`src/hw/dsct_pkg.sv`:
```
// Purpose: shared constants and types for the dual split/capture timer block
// Assumes: registers sit on the core's 8-bit special-function-register port
// Notes:   two printed offsets collide; each has an alias address named _ALT
package dsct_pkg;

   // register addresses on the special-function-register port
   localparam logic [7:0] ADDR_T3_CONTROL     = 8'hb9;
   localparam logic [7:0] ADDR_T3_RELOAD_LOW  = 8'hba;
   localparam logic [7:0] ADDR_T3_RELOAD_HIGH = 8'hbb;
   localparam logic [7:0] ADDR_T3_COUNT_LOW   = 8'hbc;
   localparam logic [7:0] ADDR_T3_COUNT_HIGH  = 8'hbc;
   localparam logic [7:0] ADDR_T3_COUNT_H_ALT = 8'hbd;
   localparam logic [7:0] ADDR_T2_CONTROL     = 8'hc8;
   localparam logic [7:0] ADDR_CLOCK_SELECT   = 8'hc9;
   localparam logic [7:0] ADDR_T2_RELOAD_LOW  = 8'hca;
   localparam logic [7:0] ADDR_T2_RELOAD_HIGH = 8'hca;
   localparam logic [7:0] ADDR_T2_RELOAD_H_ALT = 8'hcb;
   localparam logic [7:0] ADDR_T2_COUNT_LOW   = 8'hcc;
   localparam logic [7:0] ADDR_T2_COUNT_HIGH  = 8'hcd;

   // reset value and byte constants
   localparam logic [7:0] RESET_BYTE          = 8'h00;
   localparam logic [7:0] BYTE_ALL_ONES       = 8'hff;
   localparam logic [7:0] BYTE_ONE            = 8'h01;

   // time base: clock and tick periods in picoseconds, divider and tick lengths in mclk cycles
   localparam int unsigned CLK_PERIOD_PS      = 25000;
   localparam int unsigned TICK_A_PS          = 5120000;
   localparam int unsigned TICK_B_PS          = 100000000;
   localparam int unsigned DIV_SYS            = 12;
   localparam int unsigned TICK_A_CYCLES      = TICK_A_PS / CLK_PERIOD_PS;
   localparam int unsigned TICK_B_CYCLES      = TICK_B_PS / CLK_PERIOD_PS;

   // count clock source code, same for all four halves
   typedef enum logic [1:0] {
      SRC_SYS,
      SRC_DIV12,
      SRC_TICK_A,
      SRC_TICK_B
   } dsct_clksrc_t;

   // per-timer control register layout, bit 7 first
   typedef struct packed {
      logic upper_event_flag;
      logic lower_event_flag;
      logic lower_irq_enable;
      logic split_select;
      logic upper_capture_select;
      logic lower_capture_select;
      logic upper_run;
      logic lower_run;
   } dsct_ctrl_t;

   // clock select register layout, bit 7 first
   typedef struct packed {
      dsct_clksrc_t t3_hi;
      dsct_clksrc_t t3_lo;
      dsct_clksrc_t t2_hi;
      dsct_clksrc_t t2_lo;
   } dsct_cksel_t;

   // write strobes for one timer
   typedef struct packed {
      logic ctrl;
      logic reload_lo;
      logic reload_hi;
      logic count_lo;
      logic count_hi;
   } dsct_wr_t;

endpackage : dsct_pkg

```
`src/hw/dsct_timers.sv`:
```
// Purpose: two 16-bit timers, each wide or split into two 8-bit halves,
//          each half in reload or capture mode, with sticky flags and irq
// Assumes: mclk at 40 MHz, srst synchronous active high, sfr port sampled
// Notes:   read data is registered, one cycle after the address
//
// Functional notes
// - reload/capture bytes are not double buffered; a write takes effect at once.
// - in capture mode the reload/capture register holds the captured count.
// - in timer mode the reload/capture register is the value reloaded on overflow.
// - high flag bit 7 sets on high overflow or high capture; wide means whole timer, overflow only in timer mode.
// - low flag bit 6 sets on low overflow in timer mode or low capture when split.
// - hardware never clears the flags; software clears them.
// - in wide timer mode the low flag still sets on low byte overflow.
// - wide capture mode sets the low flag on high byte overflow, a 17th bit.
// - wide capture mode: a capture sets only the high flag.
// - irq is high flag OR (low flag AND low irq enable bit 5).
// - split bit 4 clear: one 16-bit timer driven by the low-half controls.
// - split bit set: both halves run and are controlled independently.
// - high capture bit 3 selects capture for high half; ignored when wide.
// - low capture bit 2 selects capture for low half, or whole timer when wide.
// - high run bit 1 enables the high half when split; no effect when wide.
// - low run bit 0 enables the low half when split, whole timer when wide.
// - live count is readable and writable as low and high bytes.
// - each half picks its clock when split (wide runs on the low pick): sys, sys/12, 5.1us tick (204 cycles) or 100us tick.
`timescale 1ns/1ps

// free-running pulse generator, one mclk-wide pulse every PERIOD cycles
module dsct_pulse #(
   parameter int unsigned PERIOD = 12
) (
   input  wire logic mclk,
   input  wire logic srst,
   output logic      pulse
);
   logic [11:0] cnt_q;
   logic [11:0] cnt_d;
   logic        pulse_d;
   wire         wrap = (cnt_q == 12'(PERIOD - 1));

   // counter wraps at the period; pulse is registered so it is glitch free
   assign cnt_d   = wrap ? '0 : cnt_q + 12'h001;
   assign pulse_d = wrap;

   always_ff @(posedge mclk) begin
      if (srst) begin
         cnt_q <= '0;
         pulse <= 1'b0;
      end else begin
         cnt_q <= cnt_d;
         pulse <= pulse_d;
      end
   end
endmodule : dsct_pulse

// one timer: control, reload/capture pair and count pair
module dsct_timer (
   input  wire logic                  mclk,
   input  wire logic                  srst,
   input  wire dsct_pkg::dsct_wr_t    wr,
   input  wire logic [7:0]            wdata,
   input  wire logic [3:0]            ticks,
   input  wire dsct_pkg::dsct_clksrc_t src_lo,
   input  wire dsct_pkg::dsct_clksrc_t src_hi,
   input  wire logic                  cap_lo_evt,
   input  wire logic                  cap_hi_evt,
   output dsct_pkg::dsct_ctrl_t       ctrl,
   output logic [7:0]                 reload_lo,
   output logic [7:0]                 reload_hi,
   output logic [7:0]                 count_lo,
   output logic [7:0]                 count_hi,
   output logic                       irq
);
   dsct_pkg::dsct_ctrl_t ctrl_q;
   dsct_pkg::dsct_ctrl_t ctrl_d;
   dsct_pkg::dsct_ctrl_t ctrl_wr;
   logic [7:0]           rl_q, rl_d;
   logic [7:0]           rh_q, rh_d;
   logic [7:0]           cl_q, cl_d;
   logic [7:0]           ch_q, ch_d;

   // configuration decode: wide mode hands both halves to the low controls
   wire wide        = ~ctrl_q.split_select;
   wire cap_lo_mode = ctrl_q.lower_capture_select;
   wire cap_hi_mode = wide ? cap_lo_mode : ctrl_q.upper_capture_select;
   wire tick_lo     = ticks[src_lo];
   wire tick_hi     = ticks[src_hi];
   wire lo_full     = (cl_q == dsct_pkg::BYTE_ALL_ONES);
   wire hi_full     = (ch_q == dsct_pkg::BYTE_ALL_ONES);

   // count enables; in wide mode the high byte steps on the low byte carry
   wire run_lo = ctrl_q.lower_run & tick_lo;
   wire run_hi = wide ? (run_lo & lo_full)
                      : (ctrl_q.upper_run & tick_hi);
   wire lo_ovf = run_lo & lo_full;
   wire hi_ovf = run_hi & hi_full;

   // reload on overflow in timer mode; wide reload only on the 16-bit wrap
   wire ld_lo = lo_ovf & ~cap_lo_mode & (~wide | hi_ovf);
   wire ld_hi = hi_ovf & ~cap_hi_mode;

   // capture events; wide mode shares the low-half event for both bytes
   wire take_lo = cap_lo_mode & cap_lo_evt;
   wire take_hi = wide ? take_lo : (cap_hi_mode & cap_hi_evt);

   // flag set terms
   wire set_hi = take_hi | (hi_ovf & ~(wide & cap_lo_mode));
   wire set_lo = wide ? (cap_lo_mode ? hi_ovf : lo_ovf)
                      : (cap_lo_mode ? take_lo : lo_ovf);

   // software write first, then hardware set on top so no event is lost
   assign ctrl_wr = dsct_pkg::dsct_ctrl_t'(wdata);
   always_comb begin
      ctrl_d = wr.ctrl ? ctrl_wr : ctrl_q;
      ctrl_d.upper_event_flag = ctrl_d.upper_event_flag | set_hi;
      ctrl_d.lower_event_flag = ctrl_d.lower_event_flag | set_lo;
   end

   // capture beats a same-cycle software write, the event is the rarer one
   assign rl_d = take_lo ? cl_q : (wr.reload_lo ? wdata : rl_q);
   assign rh_d = take_hi ? ch_q : (wr.reload_hi ? wdata : rh_q);

   // software count write wins over counting in the same cycle
   assign cl_d = wr.count_lo ? wdata :
                 ld_lo       ? rl_q  :
                 run_lo      ? cl_q + dsct_pkg::BYTE_ONE : cl_q;
   assign ch_d = wr.count_hi ? wdata :
                 ld_hi       ? rh_q  :
                 run_hi      ? ch_q + dsct_pkg::BYTE_ONE : ch_q;

   // interrupt request, a level from the flag registers
   assign irq = ctrl_q.upper_event_flag
              | (ctrl_q.lower_event_flag & ctrl_q.lower_irq_enable);

   always_ff @(posedge mclk) begin
      if (srst) begin
         ctrl_q <= dsct_pkg::dsct_ctrl_t'(dsct_pkg::RESET_BYTE);
         rl_q   <= dsct_pkg::RESET_BYTE;
         rh_q   <= dsct_pkg::RESET_BYTE;
         cl_q   <= dsct_pkg::RESET_BYTE;
         ch_q   <= dsct_pkg::RESET_BYTE;
      end else begin
         ctrl_q <= ctrl_d;
         rl_q   <= rl_d;
         rh_q   <= rh_d;
         cl_q   <= cl_d;
         ch_q   <= ch_d;
      end
   end

   assign ctrl      = ctrl_q;
   assign reload_lo = rl_q;
   assign reload_hi = rh_q;
   assign count_lo  = cl_q;
   assign count_hi  = ch_q;

   // a set flag stays set until software writes the control register
   a_flag_sticky_hi: assert property (@(posedge mclk) disable iff (srst)
      ctrl_q.upper_event_flag && !wr.ctrl |=> ctrl_q.upper_event_flag)
      else $error("high flag dropped without a control write");

   a_flag_sticky_lo: assert property (@(posedge mclk) disable iff (srst)
      ctrl_q.lower_event_flag && !wr.ctrl |=> ctrl_q.lower_event_flag)
      else $error("low flag dropped without a control write");

   // a fresh high flag, or a low flag with its enable, raises the request next cycle
   a_irq_request: assert property (@(posedge mclk) disable iff (srst)
      set_hi || (set_lo && ctrl_d.lower_irq_enable)
      |=> irq)
      else $error("irq missing after a flag set");

   // wide timer-mode wrap reloads both bytes from the reload pair
   a_wide_reload: assert property (@(posedge mclk) disable iff (srst)
      !ctrl_q.split_select && ctrl_q.lower_run && tick_lo && !cap_lo_mode
      && lo_full && hi_full && !wr.count_lo && !wr.count_hi
      |=> {ch_q, cl_q} == $past({rh_q, rl_q}))
      else $error("wide overflow did not reload the count");

   // split high-half capture stores the high count
   a_capture_hi: assert property (@(posedge mclk) disable iff (srst)
      ctrl_q.split_select && ctrl_q.upper_capture_select && cap_hi_evt
      |=> rh_q == $past(ch_q))
      else $error("high capture did not store the count");

   // wide capture: only the high flag, low flag untouched without overflow
   a_wide_cap_hi: assert property (@(posedge mclk) disable iff (srst)
      !ctrl_q.split_select && cap_lo_mode && cap_lo_evt && !hi_ovf
      && !ctrl_q.lower_event_flag && !wr.ctrl
      |=> ctrl_q.upper_event_flag && !ctrl_q.lower_event_flag)
      else $error("wide capture touched the low flag");

   // wide capture overflow becomes the seventeenth bit
   a_wide_cap17: assert property (@(posedge mclk) disable iff (srst)
      !ctrl_q.split_select && cap_lo_mode && ctrl_q.lower_run && tick_lo
      && lo_full && hi_full
      |=> ctrl_q.lower_event_flag)
      else $error("wide capture overflow missed the low flag");

   // wide timer mode low byte carry still sets the low flag
   a_wide_lo_flag: assert property (@(posedge mclk) disable iff (srst)
      !ctrl_q.split_select && !cap_lo_mode && ctrl_q.lower_run && tick_lo
      && lo_full
      |=> ctrl_q.lower_event_flag)
      else $error("low byte carry missed the low flag");

   // wide mode with low run clear: the count holds, whatever the high run says
   a_wide_hold: assert property (@(posedge mclk) disable iff (srst)
      !ctrl_q.split_select && !ctrl_q.lower_run && !wr.count_lo && !wr.count_hi
      |=> $stable(cl_q) && $stable(ch_q))
      else $error("stopped wide timer moved");

   // a reload byte write lands in the next cycle
   a_reload_write: assert property (@(posedge mclk) disable iff (srst)
      wr.reload_lo && !take_lo |=> rl_q == $past(wdata))
      else $error("reload low write did not take effect");

endmodule : dsct_timer

// top: special-function-register port, tick generation and two timers
module dsct_timers (
   input  wire logic       mclk,
   input  wire logic       srst,
   input  wire logic [7:0] sfr_addr,
   input  wire logic       sfr_wr,
   input  wire logic [7:0] sfr_wdata,
   output logic      [7:0] sfr_rdata,
   input  wire logic       t2_cap_lo_evt,
   input  wire logic       t2_cap_hi_evt,
   input  wire logic       t3_cap_lo_evt,
   input  wire logic       t3_cap_hi_evt,
   output logic            t2_irq,
   output logic            t3_irq
);
   dsct_pkg::dsct_cksel_t cksel_q;
   dsct_pkg::dsct_wr_t    wr2;
   dsct_pkg::dsct_wr_t    wr3;
   dsct_pkg::dsct_ctrl_t  ctrl2;
   dsct_pkg::dsct_ctrl_t  ctrl3;
   logic [7:0]            rl2, rh2, cl2, ch2;
   logic [7:0]            rl3, rh3, cl3, ch3;
   logic [7:0]            rdata_d;
   logic                  pulse_div;
   logic                  pulse_a;
   logic                  pulse_b;
   logic [3:0]            ticks;

   // shared time base; sys/12 and both ticks are one mclk wide
   dsct_pulse #(.PERIOD(dsct_pkg::DIV_SYS)) u_div (
      .mclk  (mclk),
      .srst  (srst),
      .pulse (pulse_div)
   );
   dsct_pulse #(.PERIOD(dsct_pkg::TICK_A_CYCLES)) u_tick_a (
      .mclk  (mclk),
      .srst  (srst),
      .pulse (pulse_a)
   );
   dsct_pulse #(.PERIOD(dsct_pkg::TICK_B_CYCLES)) u_tick_b (
      .mclk  (mclk),
      .srst  (srst),
      .pulse (pulse_b)
   );
   assign ticks = {pulse_b, pulse_a, pulse_div, 1'b1};

   // write decode; each colliding high byte answers only at its alias, the shared address writes the low byte
   assign wr2.ctrl      = sfr_wr && sfr_addr == dsct_pkg::ADDR_T2_CONTROL;
   assign wr2.reload_lo = sfr_wr && sfr_addr == dsct_pkg::ADDR_T2_RELOAD_LOW;
   assign wr2.reload_hi = sfr_wr && sfr_addr == dsct_pkg::ADDR_T2_RELOAD_H_ALT;
   assign wr2.count_lo  = sfr_wr && sfr_addr == dsct_pkg::ADDR_T2_COUNT_LOW;
   assign wr2.count_hi  = sfr_wr && sfr_addr == dsct_pkg::ADDR_T2_COUNT_HIGH;
   assign wr3.ctrl      = sfr_wr && sfr_addr == dsct_pkg::ADDR_T3_CONTROL;
   assign wr3.reload_lo = sfr_wr && sfr_addr == dsct_pkg::ADDR_T3_RELOAD_LOW;
   assign wr3.reload_hi = sfr_wr && sfr_addr == dsct_pkg::ADDR_T3_RELOAD_HIGH;
   assign wr3.count_lo  = sfr_wr && sfr_addr == dsct_pkg::ADDR_T3_COUNT_LOW;
   assign wr3.count_hi  = sfr_wr && sfr_addr == dsct_pkg::ADDR_T3_COUNT_H_ALT;
   wire   wr_cksel      = sfr_wr && sfr_addr == dsct_pkg::ADDR_CLOCK_SELECT;

   // clock select register
   always_ff @(posedge mclk) begin
      if (srst) begin
         cksel_q <= dsct_pkg::dsct_cksel_t'(dsct_pkg::RESET_BYTE);
      end else if (wr_cksel) begin
         cksel_q <= dsct_pkg::dsct_cksel_t'(sfr_wdata);
      end
   end

   dsct_timer u_t2 (
      .mclk       (mclk),
      .srst       (srst),
      .wr         (wr2),
      .wdata      (sfr_wdata),
      .ticks      (ticks),
      .src_lo     (cksel_q.t2_lo),
      .src_hi     (cksel_q.t2_hi),
      .cap_lo_evt (t2_cap_lo_evt),
      .cap_hi_evt (t2_cap_hi_evt),
      .ctrl       (ctrl2),
      .reload_lo  (rl2),
      .reload_hi  (rh2),
      .count_lo   (cl2),
      .count_hi   (ch2),
      .irq        (t2_irq)
   );

   dsct_timer u_t3 (
      .mclk       (mclk),
      .srst       (srst),
      .wr         (wr3),
      .wdata      (sfr_wdata),
      .ticks      (ticks),
      .src_lo     (cksel_q.t3_lo),
      .src_hi     (cksel_q.t3_hi),
      .cap_lo_evt (t3_cap_lo_evt),
      .cap_hi_evt (t3_cap_hi_evt),
      .ctrl       (ctrl3),
      .reload_lo  (rl3),
      .reload_hi  (rh3),
      .count_lo   (cl3),
      .count_hi   (ch3),
      .irq        (t3_irq)
   );

   // read mux; unmapped addresses read zero
   assign rdata_d =
      (sfr_addr == dsct_pkg::ADDR_T2_CONTROL)     ? 8'(ctrl2) :
      (sfr_addr == dsct_pkg::ADDR_CLOCK_SELECT)   ? 8'(cksel_q) :
      (sfr_addr == dsct_pkg::ADDR_T2_RELOAD_LOW)  ? rl2 :
      (sfr_addr == dsct_pkg::ADDR_T2_RELOAD_H_ALT) ? rh2 :
      (sfr_addr == dsct_pkg::ADDR_T2_COUNT_LOW)   ? cl2 :
      (sfr_addr == dsct_pkg::ADDR_T2_COUNT_HIGH)  ? ch2 :
      (sfr_addr == dsct_pkg::ADDR_T3_CONTROL)     ? 8'(ctrl3) :
      (sfr_addr == dsct_pkg::ADDR_T3_RELOAD_LOW)  ? rl3 :
      (sfr_addr == dsct_pkg::ADDR_T3_RELOAD_HIGH) ? rh3 :
      (sfr_addr == dsct_pkg::ADDR_T3_COUNT_LOW)   ? cl3 :
      (sfr_addr == dsct_pkg::ADDR_T3_COUNT_H_ALT) ? ch3 :
      dsct_pkg::RESET_BYTE;

   // read data is registered to keep the core's read path short
   always_ff @(posedge mclk) begin
      if (srst) begin
         sfr_rdata <= dsct_pkg::RESET_BYTE;
      end else begin
         sfr_rdata <= rdata_d;
      end
   end

endmodule : dsct_timers

```
`config.mk`:
```
export PLATFORM = sky130hd
export DESIGN_NAME = dsct_timers
export DESIGN_NICKNAME = d
export VERILOG_FILES = /design/src/hw/dsct_pkg.sv /design/src/hw/dsct_timers.sv
export SDC_FILE = /design/constraint.sdc
export NUM_CORES = 1
export LEC_CHECK = 0
export ABC_AREA = 1
export BUFFER_PORTS_ARGS = -buffer_cell sky130_fd_sc_hd__buf_2
export CELL_PAD_IN_SITES_DETAIL_PLACEMENT = 1
export CELL_PAD_IN_SITES_GLOBAL_PLACEMENT = 1
export CORE_MARGIN = 1
export CORE_UTILIZATION = 45
export CTS_CLUSTER_DIAMETER = 60
export CTS_CLUSTER_SIZE = 40
export DETAILED_ROUTE_END_ITERATION = 7
export GPL_ROUTABILITY_DRIVEN = 0
export GPL_TIMING_DRIVEN = 1
export PLACE_DENSITY_LB_ADDON = 0.1
export SLEW_MARGIN = 25
export SYNTH_ARGS = -nofsm -noshare
export SYNTH_HDL_FRONTEND = slang
export SYNTH_SLANG_ARGS = --single-unit
```
`constraint.sdc`:
```
create_clock -name mclk -period 2.4 [get_ports mclk]
set_clock_uncertainty 0.05 [all_clocks]
set_input_delay 0.36 -clock mclk [delete_from_list [all_inputs] [get_ports mclk]]
set_output_delay 0.36 -clock mclk [all_outputs]
set_load 0.01 [all_outputs]
```
==> results_dict.tcl <==
set metrics [dict create \
    critPathTopFamily "compound AO/OA/AOI/OAI gates" \
    synthCells 1127 \
    fp.dieW_um 131.5 \
    drc 0 \
    cp_data_arrival_time_ns 2.50 \
    synth_top_area_frac 0.3580 \
    path_cells "ha_1, nand2_1, inv_1, nand2_1, nor2_1, nand3_1, o21bai_2, o211ai_1, a21oi_1" \
    antenna_found_initial 0 \
    syn_nets 1157 \
    max-vdd-ir-drop_v 0.0005236 \
    status "complete, no violations" \
    cp_common_cell "nand2_1" \
    hold_viol 0 \
    fill_cells 2174 \
    worstSkewPairLatency_ns 0.43 \
    start_kind "flip-flop" \
    synth_area_leaders "dfxtp_1, nand2_1, inv_1" \
    setup_viol_count_final 0 \
    final_common_cell "nand2_1" \
    max_freq_mhz 441.5 \
    root_buffer "clkbuf_16" \
    layout_min_cycle_time_ns 2.265 \
    cts_sinks 135 \
    tritoncts "built" \
    drt_iter0_markers 610 \
    ctsLongestPathBuffers 2 \
    rr_startpoint "u_t3.count_lo[0]$_SDFFE_PP0P_" \
    die-area_mm2 0.01730 \
    cp_slowest_cell "dfxtp_1" \
    pin_count 33 \
    yosysWarnings 0 \
    final_antenna_net_count 0 \
    multi_input_area_mm2 0.003999 \
    clk_pin_slew_ns 0.06 \
    r2r_end "u_t3.count_lo[1]$_SDFFE_PP0P_" \
    drv_slew 0 \
    htree_num_levels 4 \
    ys_seq_elements 135 \
    detailroute.via_count 7954 \
    die_y_um 131.5 \
    grt_pass1_vias 7947 \
    cts_resized 0 \
    rows 46 \
    dp_hpwl_um 19400 \
    min-delay-start "t2_cap_lo_evt" \
    hold_depth 3 \
    grt_max_degree 47 \
    register_area_mm2 0.002703 \
    grt_pass1_wl_um 44280 \
    power_density_mw_per_mm2 605.5 \
    areaGrowthSynthToFinish_pct 13.64 \
    layout_common_cells "nand2_1, inv_1, dfxtp_1" \
    rrSetupSlack_ns 0.14 \
    max_slew_margin 0.5368 \
    reg2reg_depth 9 \
    total_leakage_power_nw 3.396 \
    end_kind "flip-flop" \
    cp_max_fo 15 \
    critPathMaxStageDelay_ns 0.45 \
    worstMarginPinSlew_ns 0.6885 \
    cts_made_buffers 17 \
    start_util 0.4684 \
    drt_wl_total_um 27810 \
    holdWs_ns 0.2032 \
    hp-class "in2reg" \
    cts_setup_buffers 0 \
    critical_path_buf_inv_count 1 \
    rsz0062_at_grt "no" \
    firstDrtPassIters 6 \
    postSynthAreaPerCell_um2 6.698 \
    num_antenna_cells 0 \
    nets 1195 \
    final_cells 1394 \
    dp_cells 1362 \
    syn_area_mm2 0.007548 \
    post-place-ws_ns 0.1618 \
    setup_ws_ns 0.1350 \
    vias_per_cell 5.706 \
    synth.largest_area_cell "dfxtp_1" \
    synth_seq_area_share 0.3580 \
    grt_use_total 0.3310 \
    port_buffers 32 \
    crit_type "reg2reg" \
    setup_tns_ns 0 \
    finalPower_w 0.005194 \
    wl_per_cell_um 19.95 \
    postCtsHoldBufs 0 \
    cap_viol_max_count 0 \
    core-area_mm2 0.01612 \
    worstPathRequired_ns 2.64 \
    finalCritPeriodShare 0.9437 \
    synth_cell_types 43 \
    drive_above_1_share 0.1061 \
    overflow 0 \
    min_to "u_t2.reload_lo[6]$_SDFFE_PP0P_" \
]
[final cells by class]
type	count	share of cell area
clock buffers	25	0.05893
flip-flops and latches	135	0.3151
clock inverters	7	0.01065
well taps	216	0.03151
multi-input cells	778	0.4662
inverters	179	0.07833
repair buffers	54	0.03938
[routing by layer]
metal  routed length, um  vias to the layer above  track usage
met5                   0                        -            0
met4                1073                        0       0.1609
met3                1725                       63      0.05633
met2               12600                      267       0.5226
met1               12410                     3824       0.4356
li1                    -                     3800            -
[sequential cells by signal, indices dropped and copies added, names as in the netlist, 7 cells and up]
signal,count
u_t3.reload_hi,8
u_t2.reload_hi,8
u_tick_b.cnt_q,12
cksel_q,8
u_t2.reload_lo,8
u_t3.count_lo,8
u_t2.count_hi,8
u_t2.ctrl,7
sfr_rdata,8
u_t3.ctrl,7
u_t3.reload_lo,8
u_div.cnt_q,12
u_t3.count_hi,8
u_tick_a.cnt_q,12
u_t2.count_lo,8
[worst max path at each step]
stage | start | to | depth (start not counted)
final | u_t3.count_lo[0]$_SDFFE_PP0P_ | u_t3.count_lo[1]$_SDFFE_PP0P_ | 9
after floorplan | u_t3.count_lo[0]$_SDFFE_PP0P_ | u_t3.count_hi[3]$_SDFFE_PP0P_ | 12
after global placement | u_t3.count_lo[0]$_SDFFE_PP0P_ | u_t3.count_hi[3]$_SDFFE_PP0P_ | 12
after CTS | u_t3.count_lo[0]$_SDFFE_PP0P_ | u_t3.count_hi[7]$_SDFFE_PP0P_ | 12
after global routing | u_t3.count_hi[1]$_SDFFE_PP0P_ | u_t3.count_lo[1]$_SDFFE_PP0P_ | 8
after detailed placement | u_t3.count_lo[0]$_SDFFE_PP0P_ | u_t3.count_hi[3]$_SDFFE_PP0P_ | 12
[power by group]
| group | switching (W) | internal, W |
|---|---|---|
| combinational | 0.000175 | 0.0000555 |
| clock | 0.00103 | 0.00166 |
| sequential | 0.0000134 | 0.00226 |
| total | 0.00122 | 0.00398 |
[per-stage QoR]
stage                     instance area (um^2)    util
after global placement                    7966  0.4943
after detailed placement                  7966  0.4943
final                                     8578  0.5323
after CTS                                 8563  0.5314
after global routing                      8578  0.5323
after floorplan                           7548       -
[cell usage after synthesis, drive strengths merged]
| library cell | number |
|---|---|
| nand3 | 76 |
| a21o | 2 |
| nor4 | 7 |
| nor2 | 115 |
| o21a | 7 |
| nor3b | 7 |
| a211oi | 10 |
| nor3 | 12 |
| nand4 | 37 |
| xor2 | 22 |
| buf | 13 |
| o221ai | 1 |
| o21bai | 3 |
| nand2 | 231 |
| o22ai | 23 |
| o211ai | 8 |
| ha | 7 |
| clkbuf | 22 |
| or2 | 2 |
| clkinv | 4 |
| a21oi | 85 |
| inv | 175 |
| a31oi | 25 |
| xnor2 | 7 |
| dfxtp | 135 |
| o21ai | 89 |
| and2 | 1 |
| and3 | 1 |
[cells by family after synthesis]
logic type | count (synthesis) | share of synthesized area
and+or+nand+nor | 489 | 0.2934
AOI/OAI and AO/OA | 253 | 0.1891
buffers and inverters | 214 | 0.1142
DFF | 135 | 0.3580
xor gates and xnor gates | 29 | 0.03365
adders and majority gates | 7 | 0.01160
[tightest hold or removal path, cell delays in order]
cell and delay (ns):
buf_2 0.10, nand3_1 0.08, a31oi_1 0.09
No activity file was read; power rests on OpenSTA's default activity.
